## src/hdl/cpa_pkg.sv

```systemverilog
`default_nettype none
package cpa_pkg;
  // Clock and time base
  localparam int CLK_HZ = 10_000_000;
  localparam int TICK_S = 1;
  localparam int CYC_PER_SEC = CLK_HZ * TICK_S;
  localparam int DEB_MS = 10;
  localparam int DEB_CYC = (CLK_HZ / 1000) * DEB_MS;
  // Timing in seconds
  localparam int SIL_MIN = 15;
  localparam int SIL_S = SIL_MIN * 60;
  localparam int FULL_S = 30;
  localparam int RING_ON_S = 2;
  localparam int RING_PER_S = 5;
  localparam int SAVER_MIN = 5;
  localparam int SAVER_S = SAVER_MIN * 60;
  localparam int WARM_MIN = 3;
  localparam int WARM_S = WARM_MIN * 60;
  localparam int HOLD_S = 3;
  localparam int POR_S = 2;
  localparam int REV_S = 3;
  // Auto-off timers
  localparam int STEP_MIN = 15;
  localparam int STEP_S = STEP_MIN * 60;
  localparam int MAX_MIN = 480;
  localparam logic [5:0] MAX_STEPS = 6'(MAX_MIN / STEP_MIN);
  // Register offsets and fields
  localparam logic [3:0] REG_CTRL = 4'h0;
  localparam logic [3:0] REG_TMR = 4'h4;
  localparam logic [3:0] REG_STAT = 4'h8;
  localparam int CTRL_NITE = 0;
  localparam int CTRL_PWEN = 1;
  localparam int CTRL_PAT = 2;
  localparam int TMR_FLD = 8;
  // Reset values
  localparam logic CTRL_NITE_RST = 1'h0;
  localparam logic CTRL_PWEN_RST = 1'h1;
  localparam logic [2:0] PW_PAT_RST = 3'h2;
  localparam logic [5:0] DUR_LIGHT_RST = 6'h1C;
  localparam logic [5:0] DUR_UV_RST = 6'h03;
  localparam logic [5:0] DUR_OUT_RST = 6'h20;
  // Modes and screens
  typedef enum logic [1:0] {CPA_STBY = 2'b00, CPA_WARM = 2'b01, CPA_RUN = 2'b10} cpa_mode_e;
  typedef enum logic [1:0] {CPA_SCR_POR = 2'b00, CPA_SCR_REV = 2'b01,
                            CPA_SCR_MAIN = 2'b10} cpa_scr_e;
  // Operator keys
  typedef struct packed {
    logic back; logic accept; logic down; logic up; logic silence;
    logic outlet; logic uv; logic light; logic hidden; logic blower;
  } cpa_keys_s;
  // Status inputs from sensors, window switches and motor
  typedef struct packed {
    logic fw_new; logic board_fail; logic vel_sens_err; logic vel_comm_fail;
    logic vel_alarm; logic blower_inhib; logic rpm_fail; logic win_closed;
    logic win_high; logic win_low; logic win_ok; logic uv_replace;
  } cpa_sens_s;
  // Indicators
  typedef struct packed {
    logic blower_grn; logic blower_red; logic light; logic uv; logic outlet;
    logic alarm_red;
  } cpa_leds_s;
  // Load switches
  typedef struct packed {
    logic blower; logic motor_reduced; logic outlet; logic uv; logic light;
  } cpa_loads_s;
endpackage
`default_nettype wire

```

## src/hdl/cpa_panel_ctrl.sv

```systemverilog
`default_nettype none
module cpa_panel_ctrl #(
  parameter int CYC_PER_SEC = cpa_pkg::CYC_PER_SEC, // Clocks per second tick
  parameter int DEB_CYC = cpa_pkg::DEB_CYC // Debounce stable time in clocks
) (
  input wire logic clk, // 10 MHz system clock
  input wire logic rst_n, // Power-on reset, active low
  input wire logic pwr_restored_i, // Pulse when supply comes back
  input wire cpa_pkg::cpa_keys_s keys_i, // Raw key levels, high pressed
  input wire cpa_pkg::cpa_sens_s sens_i, // Sensor and switch status
  input wire logic [3:0] avs_address, // Byte address
  input wire logic avs_read, // Read request
  input wire logic avs_write, // Write request
  input wire logic [31:0] avs_writedata, // Write data
  output logic [31:0] avs_readdata, // Read data
  output logic avs_waitrequest, // Stall request
  output cpa_pkg::cpa_leds_s leds_o, // Indicator LEDs
  output cpa_pkg::cpa_loads_s loads_o, // Load switches
  output logic buzzer_o, // Audible alarm
  output logic click_o, // Key feedback pulse
  output logic disp_on_o, // Display lit
  output cpa_pkg::cpa_scr_e scr_o, // Screen being shown
  output logic [3:0] msg_o, // Message code, 0 none
  output logic readings_o, // Airflow readings shown
  output logic page_o, // Run page, 1 timers
  output logic [2:0] tmr_show_o, // Timers listed on timer page
  output logic menu_o, // Menu open
  output logic menu_lvl_o, // Menu depth
  output logic [1:0] menu_item_o, // Highlighted item
  output logic edit_o // Edit mode
);
  // Whole module state
  typedef struct packed {
    logic [31:0] presc; logic tick; logic blink;
    logic [31:0] deb; cpa_pkg::cpa_keys_s kraw; cpa_pkg::cpa_keys_s kst;
    cpa_pkg::cpa_mode_e mode; logic [7:0] warm; logic [1:0] pwcnt;
    logic nite_cfg; logic pw_en; logic [2:0] pw_pat;
    logic [2:0][5:0] dur; logic [2:0] load; logic [2:0][14:0] tmr;
    logic pwrup; cpa_pkg::cpa_scr_e scr; logic [2:0] scrcnt;
    logic [8:0] idle; logic [1:0] hold; logic held;
    logic menu; logic lvl; logic [1:0] item; logic edit; logic [5:0] eval; logic page;
    logic alarm; logic [4:0] full; logic [2:0] ring; logic [9:0] sil;
    logic ack; logic [31:0] rdata; logic click;
    cpa_pkg::cpa_leds_s led; cpa_pkg::cpa_loads_s ld; logic [3:0] msg; logic buzz;
  } cpa_state_s;

  cpa_state_s st_q, st_d;
  cpa_pkg::cpa_keys_s ev; // One-cycle key events
  logic alarm_w; // Any alarm present
  logic night_w; // Night hold active
  logic [12:0] cond_w; // Ranked message conditions
  logic req_w; // Bus request
  logic kv_w; // Blower or hidden press
  logic match_w; // Password key matches
  logic silent_w; // Suppress key click

  // Highest ranked condition, bit 0 first
  function automatic logic [3:0] cpa_prio(input logic [12:0] c);
    logic [3:0] p;
    p = 4'h0;
    for (int i = 12; i >= 0; i--) begin
      if (c[i]) begin
        p = 4'(i + 1);
      end
    end
    return p;
  endfunction

  // Clamp a timer duration to the longest allowed
  function automatic logic [5:0] cpa_clamp(input logic [5:0] v);
    return (v > cpa_pkg::MAX_STEPS) ? cpa_pkg::MAX_STEPS : v;
  endfunction

  assign req_w = avs_read | avs_write;
  assign avs_waitrequest = req_w & ~st_q.ack;
  assign avs_readdata = st_q.rdata;

  // Outputs from state flops
  assign leds_o = st_q.led;
  assign loads_o = st_q.ld;
  assign buzzer_o = st_q.buzz;
  assign click_o = st_q.click;
  assign disp_on_o = !(st_q.idle == 9'(cpa_pkg::SAVER_S) && !st_q.ld.blower);
  assign scr_o = st_q.scr;
  assign msg_o = st_q.msg;
  assign readings_o = st_q.mode == cpa_pkg::CPA_RUN;
  assign page_o = st_q.page;
  assign tmr_show_o = st_q.page ? st_q.load & {st_q.tmr[2] != 15'h0,
                      st_q.tmr[1] != 15'h0, st_q.tmr[0] != 15'h0} : 3'h0;
  assign menu_o = st_q.menu;
  assign menu_lvl_o = st_q.lvl;
  assign menu_item_o = st_q.item;
  assign edit_o = st_q.edit;

  // Key press events once the debounced level rises
  always_comb begin
    if (st_q.kraw == keys_i && st_q.deb == 32'(DEB_CYC - 1)) begin
      ev = st_q.kraw & ~st_q.kst;
    end else begin
      ev = '0;
    end
  end

  // Alarm, night hold and message conditions
  always_comb begin
    alarm_w = sens_i.board_fail | sens_i.vel_sens_err | sens_i.vel_comm_fail
            | sens_i.blower_inhib | sens_i.rpm_fail
            | (sens_i.vel_alarm & st_q.mode == cpa_pkg::CPA_RUN)
            | (sens_i.win_high & st_q.mode != cpa_pkg::CPA_STBY)
            | (sens_i.win_low & st_q.mode == cpa_pkg::CPA_RUN);
    night_w = st_q.nite_cfg & st_q.mode != cpa_pkg::CPA_STBY & sens_i.win_closed;
    cond_w = {sens_i.uv_replace, sens_i.win_low, sens_i.win_high, sens_i.win_closed,
              night_w, sens_i.rpm_fail, sens_i.blower_inhib, sens_i.vel_alarm,
              sens_i.vel_comm_fail, sens_i.vel_sens_err, st_q.pwrup,
              sens_i.board_fail, sens_i.fw_new};
    kv_w = ev.blower | ev.hidden;
    match_w = ev.hidden == st_q.pw_pat[2'(2'h2 - st_q.pwcnt)];
    silent_w = st_q.mode == cpa_pkg::CPA_STBY && st_q.pw_en && kv_w && !st_q.menu
             && !(match_w && st_q.pwcnt == 2'h2);
  end

  // Next state
  always_comb begin
    st_d = st_q;
    st_d.tick = 1'b0;
    // Single seconds tick for every timer but the debounce, which counts clocks
    if (st_q.presc == 32'(CYC_PER_SEC - 1)) begin
      st_d.presc = 32'h0;
      st_d.tick = 1'b1;
      st_d.blink = ~st_q.blink;
    end else begin
      st_d.presc = st_q.presc + 32'h1;
    end
    // Debounce: restart whenever the raw level moves
    if (st_q.kraw != keys_i) begin
      st_d.kraw = keys_i;
      st_d.deb = 32'h0;
    end else if (st_q.deb != 32'(DEB_CYC - 1)) begin
      st_d.deb = st_q.deb + 32'h1;
    end else begin
      st_d.kst = st_q.kraw;
    end
    st_d.click = (ev != '0) && !silent_w;
    // Any key acknowledges the power-up status
    if (ev != '0) begin
      st_d.pwrup = 1'b0;
      st_d.idle = 9'h0;
    end else if (st_q.tick && st_q.idle != 9'(cpa_pkg::SAVER_S)) begin
      st_d.idle = st_q.idle + 9'h1;
    end
    // Power-up screens
    if (st_q.tick && st_q.scr != cpa_pkg::CPA_SCR_MAIN) begin
      st_d.scrcnt = st_q.scrcnt + 3'h1;
      if (st_q.scr == cpa_pkg::CPA_SCR_POR && st_q.scrcnt == 3'(cpa_pkg::POR_S - 1)) begin
        st_d.scr = cpa_pkg::CPA_SCR_REV;
        st_d.scrcnt = 3'h0;
      end else if (st_q.scr == cpa_pkg::CPA_SCR_REV
                   && st_q.scrcnt == 3'(cpa_pkg::REV_S - 1)) begin
        st_d.scr = cpa_pkg::CPA_SCR_MAIN;
      end
    end
    // Blower, password and modes
    case (st_q.mode)
      cpa_pkg::CPA_STBY: begin
        if (kv_w && !st_q.menu) begin
          if (st_q.pw_en) begin
            if (match_w && st_q.pwcnt == 2'h2) begin
              st_d.pwcnt = 2'h0;
              if (sens_i.win_ok) begin
                st_d.mode = cpa_pkg::CPA_WARM;
                st_d.warm = 8'(cpa_pkg::WARM_S);
              end
            end else if (match_w) begin
              st_d.pwcnt = st_q.pwcnt + 2'h1;
            end else begin
              st_d.pwcnt = (ev.hidden == st_q.pw_pat[2]) ? 2'h1 : 2'h0;
            end
          end else if (ev.blower && sens_i.win_ok) begin
            st_d.mode = cpa_pkg::CPA_WARM;
            st_d.warm = 8'(cpa_pkg::WARM_S);
          end
        end
      end
      cpa_pkg::CPA_WARM: begin
        if (ev.blower && !st_q.menu) begin
          st_d.mode = cpa_pkg::CPA_STBY;
        end else if (st_q.tick) begin
          st_d.warm = st_q.warm - 8'h1;
          if (st_q.warm == 8'h1) begin
            st_d.mode = cpa_pkg::CPA_RUN;
          end
        end
      end
      cpa_pkg::CPA_RUN: begin
        if (ev.blower && !st_q.menu) begin
          st_d.mode = cpa_pkg::CPA_STBY;
        end else if ((ev.up || ev.down) && !st_q.menu) begin
          st_d.page = ~st_q.page;
        end
      end
      default: begin
        st_d.mode = cpa_pkg::CPA_STBY;
      end
    endcase
    if (st_d.mode == cpa_pkg::CPA_STBY) begin
      st_d.page = 1'b0;
    end
    // Load toggles and auto-off countdowns
    for (int i = 0; i < 3; i++) begin
      if (!st_q.menu && ev[2 + i]) begin
        st_d.load[i] = ~st_q.load[i];
        st_d.tmr[i] = st_q.load[i] ? 15'h0 : 15'(st_q.dur[i] * cpa_pkg::STEP_S);
      end else if (st_q.tick && st_q.tmr[i] != 15'h0) begin
        st_d.tmr[i] = st_q.tmr[i] - 15'h1;
        if (st_q.tmr[i] == 15'h1) begin
          st_d.load[i] = 1'b0;
        end
      end
    end
    if (night_w) begin
      st_d.load[0] = 1'b0;
      st_d.tmr[0] = 15'h0;
    end
    // Accept held opens the menu
    if (!st_q.kst.accept) begin
      st_d.hold = 2'h0;
      st_d.held = 1'b0;
    end else if (st_q.tick && !st_q.held) begin
      st_d.hold = st_q.hold + 2'h1;
      if (st_q.hold == 2'(cpa_pkg::HOLD_S - 1)) begin
        st_d.menu = 1'b1;
        st_d.held = 1'b1;
        st_d.lvl = 1'b0;
        st_d.item = 2'h0;
        st_d.edit = 1'b0;
      end
    end
    // Menu navigation
    if (st_q.menu) begin
      if (ev.silence) begin
        st_d.menu = 1'b0;
        st_d.edit = 1'b0;
        st_d.lvl = 1'b0;
      end else if (st_q.edit) begin
        if (ev.up) begin
          st_d.eval = (st_q.item == 2'h3) ? ~st_q.eval : cpa_clamp(st_q.eval + 6'h1);
        end else if (ev.down) begin
          st_d.eval = (st_q.item == 2'h3) ? ~st_q.eval
                    : (st_q.eval == 6'h0) ? 6'h0 : st_q.eval - 6'h1;
        end else if (ev.accept) begin
          st_d.edit = 1'b0;
          if (st_q.item == 2'h3) begin
            st_d.nite_cfg = st_q.eval[0];
          end else begin
            st_d.dur[st_q.item] = cpa_clamp(st_q.eval);
          end
        end else if (ev.back) begin
          st_d.edit = 1'b0;
        end
      end else if (ev.up) begin
        st_d.item = st_q.item + 2'h1;
      end else if (ev.down) begin
        st_d.item = st_q.item - 2'h1;
      end else if (ev.accept) begin
        if (!st_q.lvl) begin
          st_d.lvl = 1'b1;
        end else begin
          st_d.edit = 1'b1;
          st_d.eval = (st_q.item == 2'h3) ? {5'h0, st_q.nite_cfg} : st_q.dur[st_q.item];
        end
      end else if (ev.back) begin
        st_d.lvl = 1'b0;
        st_d.menu = st_q.lvl;
      end
    end
    // Audible alarm sequencing
    st_d.alarm = alarm_w;
    if (alarm_w && !st_q.alarm) begin
      st_d.full = 5'(cpa_pkg::FULL_S);
      st_d.ring = 3'h0;
      st_d.sil = 10'h0;
    end else if (st_q.tick) begin
      if (st_q.full != 5'h0) begin
        st_d.full = st_q.full - 5'h1;
      end else begin
        st_d.ring = (st_q.ring == 3'(cpa_pkg::RING_PER_S - 1)) ? 3'h0 : st_q.ring + 3'h1;
      end
      if (st_q.sil != 10'h0) begin
        st_d.sil = st_q.sil - 10'h1;
      end
    end
    if (ev.silence && alarm_w) begin
      st_d.sil = 10'(cpa_pkg::SIL_S);
      st_d.full = 5'h0;
      st_d.ring = 3'h0;
    end
    st_d.buzz = alarm_w && st_q.sil == 10'h0
              && (st_q.full != 5'h0 || st_q.ring < 3'(cpa_pkg::RING_ON_S));
    // Indicators, loads and message line
    st_d.msg = cpa_prio(cond_w);
    st_d.led.alarm_red = alarm_w | (st_q.pwrup & st_q.blink);
    st_d.led.blower_red = (sens_i.rpm_fail | sens_i.blower_inhib
                         | (sens_i.vel_alarm & st_q.mode == cpa_pkg::CPA_RUN))
                         & st_q.blink;
    st_d.led.blower_grn = !st_d.led.blower_red && (st_q.mode == cpa_pkg::CPA_RUN
                        && !night_w || st_q.blink && st_q.mode != cpa_pkg::CPA_STBY);
    {st_d.led.outlet, st_d.led.uv, st_d.led.light} = st_q.load
        & ~({st_q.tmr[2] != 15'h0, st_q.tmr[1] != 15'h0, st_q.tmr[0] != 15'h0}
            & {3{~st_q.blink}});
    st_d.ld.blower = st_q.mode != cpa_pkg::CPA_STBY;
    st_d.ld.motor_reduced = night_w;
    {st_d.ld.outlet, st_d.ld.uv, st_d.ld.light} = st_q.load;
    // Bus slave, one wait state
    st_d.ack = req_w & ~st_q.ack;
    if (req_w && !st_q.ack) begin
      case (avs_address)
        cpa_pkg::REG_CTRL: st_d.rdata = {27'h0, st_q.pw_pat, st_q.pw_en, st_q.nite_cfg};
        cpa_pkg::REG_TMR: st_d.rdata = {10'h0, st_q.dur[2], 2'h0, st_q.dur[1],
                                        2'h0, st_q.dur[0]};
        cpa_pkg::REG_STAT: st_d.rdata = {19'h0, st_q.menu, !disp_on_o, st_q.pwrup,
                                         st_q.buzz, st_q.alarm, st_q.msg, 2'h0, st_q.mode};
        default: st_d.rdata = 32'h0;
      endcase
    end
    if (avs_write && st_q.ack) begin
      if (avs_address == cpa_pkg::REG_CTRL) begin
        st_d.nite_cfg = avs_writedata[cpa_pkg::CTRL_NITE];
        st_d.pw_en = avs_writedata[cpa_pkg::CTRL_PWEN];
        st_d.pw_pat = avs_writedata[cpa_pkg::CTRL_PAT +: 3];
      end else if (avs_address == cpa_pkg::REG_TMR) begin
        for (int i = 0; i < 3; i++) begin
          st_d.dur[i] = cpa_clamp(avs_writedata[i * cpa_pkg::TMR_FLD +: 6]);
        end
      end
    end
    // Supply return: flag it, replay the start screens, keep all else
    if (pwr_restored_i) begin
      st_d.pwrup = 1'b1;
      st_d.scr = cpa_pkg::CPA_SCR_POR;
      st_d.scrcnt = 3'h0;
    end
  end

  // State register
  always_ff @(posedge clk or negedge rst_n) begin
    if (!rst_n) begin
      st_q <= '0;
      st_q.pwrup <= 1'b1;
      st_q.nite_cfg <= cpa_pkg::CTRL_NITE_RST;
      st_q.pw_en <= cpa_pkg::CTRL_PWEN_RST;
      st_q.pw_pat <= cpa_pkg::PW_PAT_RST;
      st_q.dur <= {cpa_pkg::DUR_OUT_RST, cpa_pkg::DUR_UV_RST, cpa_pkg::DUR_LIGHT_RST};
    end else begin
      st_q <= st_d;
    end
  end
endmodule
`default_nettype wire

```

## config.mk

```make
export PLATFORM = sky130hd
export DESIGN_NAME = cpa_panel_ctrl
export DESIGN_NICKNAME = d
export VERILOG_FILES = /design/src/hdl/cpa_pkg.sv /design/src/hdl/cpa_panel_ctrl.sv
export SDC_FILE = /design/constraint.sdc
export NUM_CORES = 1
export LEC_CHECK = 0
export ABC_AREA = 1
export BUFFER_PORTS_ARGS = -buffer_cell sky130_fd_sc_hd__clkbuf_2
export CORE_UTILIZATION = 45
export DETAILED_ROUTE_END_ITERATION = 12
export PLACE_DENSITY = 0.66
export SLEW_MARGIN = 15
export SYNTH_ARGS = -nofsm -noshare
export SYNTH_HDL_FRONTEND = slang
export SYNTH_SLANG_ARGS = --single-unit
```

## constraint.sdc

```tcl
create_clock -name clk -period 4.28 [get_ports clk]
set_clock_uncertainty 0.1 [all_clocks]
set_input_delay 0.642 -clock clk [delete_from_list [all_inputs] [get_ports clk]]
set_output_delay 0.642 -clock clk [all_outputs]
set_load 0.01 [all_outputs]
```

# Yosys cells after proc, flatten, opt, wreduce, memory -nomap -nowiden
# Index checks and enable logic that the tools add are counted.
# word_totals
register_bits	268
input_bits	63
output_inout_bits	63
elab_cells	406
# op_classes
addsub	18
n_mul	3
magnitude_cmp	9
eq_ne	38
muxes	139
n_bitwise	36
n_reduce_logical	92
# op_table
operator	n
18-bit two-way mux	12
15-bit two-way mux	10
32-bit two-way mux	3
6-bit two-way mux	16
10-bit two-way mux	7
22-bit one-hot mux with 3 select lines	1
32-bit by 1-bit adder with 32-bit output (second input constant)	2
4-bit two-way mux	14
15-bit by 1-bit == test with 1-bit output (second input constant)	3
15-bit nonzero test	3
15-bit by 1-bit subtractor with 15-bit output (second input constant)	3
6-bit by 8-bit multiplier with 13-bit output (second input constant)	3
7-bit two-way mux	5
1-bit logical AND	33
32-bit by 17-bit == test with 1-bit output (second input constant)	1
32-bit by 24-bit == test with 1-bit output (second input constant)	1
1-bit two-way mux	32
2-bit two-way mux	16
32-bit by 17-bit inequality test with 1-bit output (second input constant)	1
6-bit greater-than comparator (second input constant)	5
2-bit nonzero test	14
8-bit two-way mux	3
23-bit two-way mux	1
5-bit two-way mux	4
other kinds (61)	142

# Longest topological paths before layout
# logic_depth
ltp_word	15
depth_mapped	16
mapped_depth_nobuf	15

# Worst setup path before layout
# OpenSTA, ideal clock, no wires.
# synth_path
kind	register to register
start	register st_q[156] (netlist name)
end	register st_q[128] (netlist name)
arrival_time_ns	2.776
slack_ns	1.283
stages_incl_launch_ff	14
period_less_slack_ns	2.997
cell_sequence	dfrtp_1 ha_1 ha_1 inv_1 fa_1 inv_1 ha_1 a21oi_1 nand2_1 a21o_1 a21oi_1 xor2_1 nor2_1 o22a_1
# synth_between
elab_chain_len	3
# synth_lines
element	line_no	rtl
from (decl)	cpa_panel_ctrl.sv:47	cpa_state_s st_q, st_d;
from (signal assigned)	cpa_panel_ctrl.sv:354	st_q <= st_d;
6-bit by 8-bit multiplier with 13-bit output	cpa_panel_ctrl.sv:212	st_d.tmr[i] = st_q.load[i] ? 15'h0 : 15'(st_q.dur[i] * cpa_pkg::STEP_S);
15-bit two-way mux	cpa_panel_ctrl.sv:212	
15-bit two-way mux	cpa_panel_ctrl.sv:210	if (!st_q.menu && ev[2 + i]) begin
# No other way between the ends.
# A chain may end at the register's enable or synchronous reset.

# Worst setup path after layout
# Ends and elaborated chain as after synthesis.

==> impl_metrics.yaml <==
cts:
  ctsHtreeMaxLevel: 1
  cts_tree: "yes"
  hold_buffers: 1
  cts-resized-gates: 0
  cts_buffers: 31
  path_clk_slew_ns: 0.06
  root_buffer: "clkbuf_16"
  clock_latency_ns: 0.59
  cts_buffer_depth: 3
  post_cts_buffers: 0
  cts.sinks: 256
setup_path:
  cp_max_fo: 7
  crit_type: "reg2reg"
  cp.arrival_ns: 3.70
  r2r_cells: 13
  cp-end-kind: "flip-flop"
  worst_setup_path_start_kind: "flip-flop"
  cp.required_ns: 4.65
detailed_routing:
  route.vias.total: 15000
  routed_wl_um: 44400
  drc: 0
  drtPass1Iterations: 6
  ant_nets: 0
  viasPerCell: 5.34
  wl_per_cell_um: 15.8
  first_iter_violations: 1072
sta:
  fin_crit_sh_pct: 78.0
  hold-worst-slack_ns: 0.0999
  fmax_ghz: 0.300
  worst_pin_slew_ns: 0.906
  grt_setup_unrepaired: "no"
  slew-limit-headroom_pct: 39.4
  report.final.setup_viol: 0
  finalMaxSlewViolations: 0
  period_minus_slack_ns: 3.34
  tns_ns: 0
  final_hold_viol_count: 0
pwr:
  power_per_cell_area_nw_per_um2: 378
  irDropWorstVdd_mv: 0.310
  leakagePower_uw: 0.00929
synthesis:
  avgSynthCellArea_um2: 7.50
  syn_inst: 2257
  synth_area_leaders: "dfrtp_1, nand2_1, inv_1, ha_1, nor2_1"
  synth_area_leader_cell: "dfrtp_1"
  seq_area_frac_synth_pct: 37.9
  ys.warnings.count: 0
  synth-edff-count: 0
  ys_ff_latch: 256
  synthArstFlopShare_pct: 100
  synth_cell_types: 59
  synth_area_um2: 16900
  synth_flop_cell: "dfrtp_1"
  synth_top_area_share_pct: 36.5
floorplanning:
  fp-row-count: 70
  die_y_um: 196
  die_x_um: 196
  die_area_um2: 38400
  io_pins: 126
  initial_core_util_pct: 46.0
  core_area_um2: 36800
placement:
  place_congestion: 0.930
  place_area_um2: 17600
  port_buffers: 99
  dpl.hpwl_um: 33200
final_layout:
  fillers: 3546
  finalInstanceArea_um2: 18600
  drive_gt1_share_pct: 9.50
  area_delta_synth_final_pct: 9.75
  nets: 2477
flow_run:
  drv_cap: 0
grt:
  grt_pass1_wl_um: 72800
  track_usage_pct: 23.3
  grt-ovfl-total: 0
  grt_max_degree: 83
  grt_pass1_vias: 14200
  grt_antenna_before_repair: 2
min_path:
  holdPathStages: 1
  hp-class: "in2reg"
outcome:
  status: "completed"
==> area by class of cell <==
cell class              instances  area (um2)  share of cell area, %
clock inverters                12         103                  0.552
clock buffers                  45         908                   4.89
repair buffers                110         616                   3.31
diodes                          1        2.50                 0.0135
well taps                     468         586                   3.15
flip-flops and latches        256        6420                   34.5
inverters                     354        1330                   7.16
multi-input cells            1561        8620                   46.4
==> flip-flops by register name, indices dropped and copies added (netlist names), 2 cells and up <==
register,flops
st_d,3
loads_o,5
avs_readdata,20
msg_o,4
leds_o,6
scr_o,2
menu_item_o,2
st_q,207
==> final timing paths <==
check | start | slack (ns) | endpoint
worst max-delay path | st_q[156] | 0.94 | st_q[128]
worst min-delay path | keys_i[0] | 0.1 | st_q[192]
worst max register to register | st_q[156] | 0.94 | st_q[128]
worst min register to register | st_q[236] | 0.36 | st_q[236]
max in group asynchronous | rst_n | 2.63 | st_q[54]
min in group asynchronous | rst_n | 0.54 | st_q[137]
==> cell families (layout without fill, tap and decap cells) <==
group,count (synthesis),after routing,synth area share [%]
compound gates,358,358,11.7
fa+ha+maj,100,100,8.06
other cells,1,13,0.0222
xor+xnor,88,88,4.55
flops,256,256,37.9
mux,1,1,0.0591
simple gates,1002,1002,26.2
buf+inv,451,521,11.4
==> cells in the final DEF, fill, tap and decap left out, types with 11 or more instances in the layout <==
| cell | n |
|---|---|
| nand2_1 | 436 |
| inv_1 | 337 |
| nor2_1 | 247 |
| dfrtp_1 | 247 |
| o21ai_0 | 180 |
| nand3_1 | 125 |
| clkbuf_2 | 98 |
| a21oi_1 | 91 |
| ha_1 | 85 |
| nor3_1 | 65 |
| xor2_1 | 65 |
| nand4_1 | 58 |
| clkbuf_16 | 31 |
| xnor2_1 | 23 |
| o22ai_1 | 21 |
| fa_1 | 15 |
| conb_1 | 12 |
| nor4_1 | 11 |
==> per-layer routing <==
layer	up-vias	share of wire, %	global-route usage, %
li1	7405	-	-
met1	7147	45	31.4
met2	368	47	39.2
met3	74	5.3	3.71
met4	2	2.2	5.99
met5	-	0.034	0
==> Yosys cell counts (7+ instances only) <==
cell type,number
nand2_1,436
inv_1,337
dfrtp_1,247
nor2_1,247
o21ai_0,180
nand3_1,125
a21oi_1,91
ha_1,85
nor3_1,65
xor2_1,65
nand4_1,58
buf_4,54
clkbuf_1,32
xnor2_1,23
o22ai_1,21
fa_1,15
nor4_1,11
a22oi_1,9
dfstp_2,9
inv_2,9
nand3_2,9
nor2_2,9
o31ai_1,9
buf_2,7
clkinv_1,7
nand3b_1,7
o211ai_1,7
==> critical path, stage by stage (launching register included) <==
cell,delay (ns)
dfrtp_1,0.60
ha_1,0.31
ha_1,0.27
inv_1,0.05
fa_1,0.53
inv_1,0.04
ha_1,0.34
a21oi_1,0.14
nand2_1,0.09
a21o_1,0.16
a21oi_1,0.15
xor2_1,0.19
nor2_1,0.08
o22a_1,0.16
==> per-stage QoR <==
stage          worst slack, ns  instances  util, %  power (uW)
5_1_grt                  0.731       2806     50.5        7450
4_1_cts                  0.919       2806     50.5        7100
3_3_place_gp             0.735       2748     47.7        4380
6_report                 0.943       2807     50.5        7030
3_5_place_dp             0.700       2748     47.7        4450
2_1_floorplan             1.28       2268        -        3950
==> power by group <==
part	internal, uW	switching, uW	leakage [uW]
logic	704	1010	0.00545
registers	2530	181	0.00334
clock network	1530	1080	0.000495
Note: power is estimated with default switching activity, not from simulation.
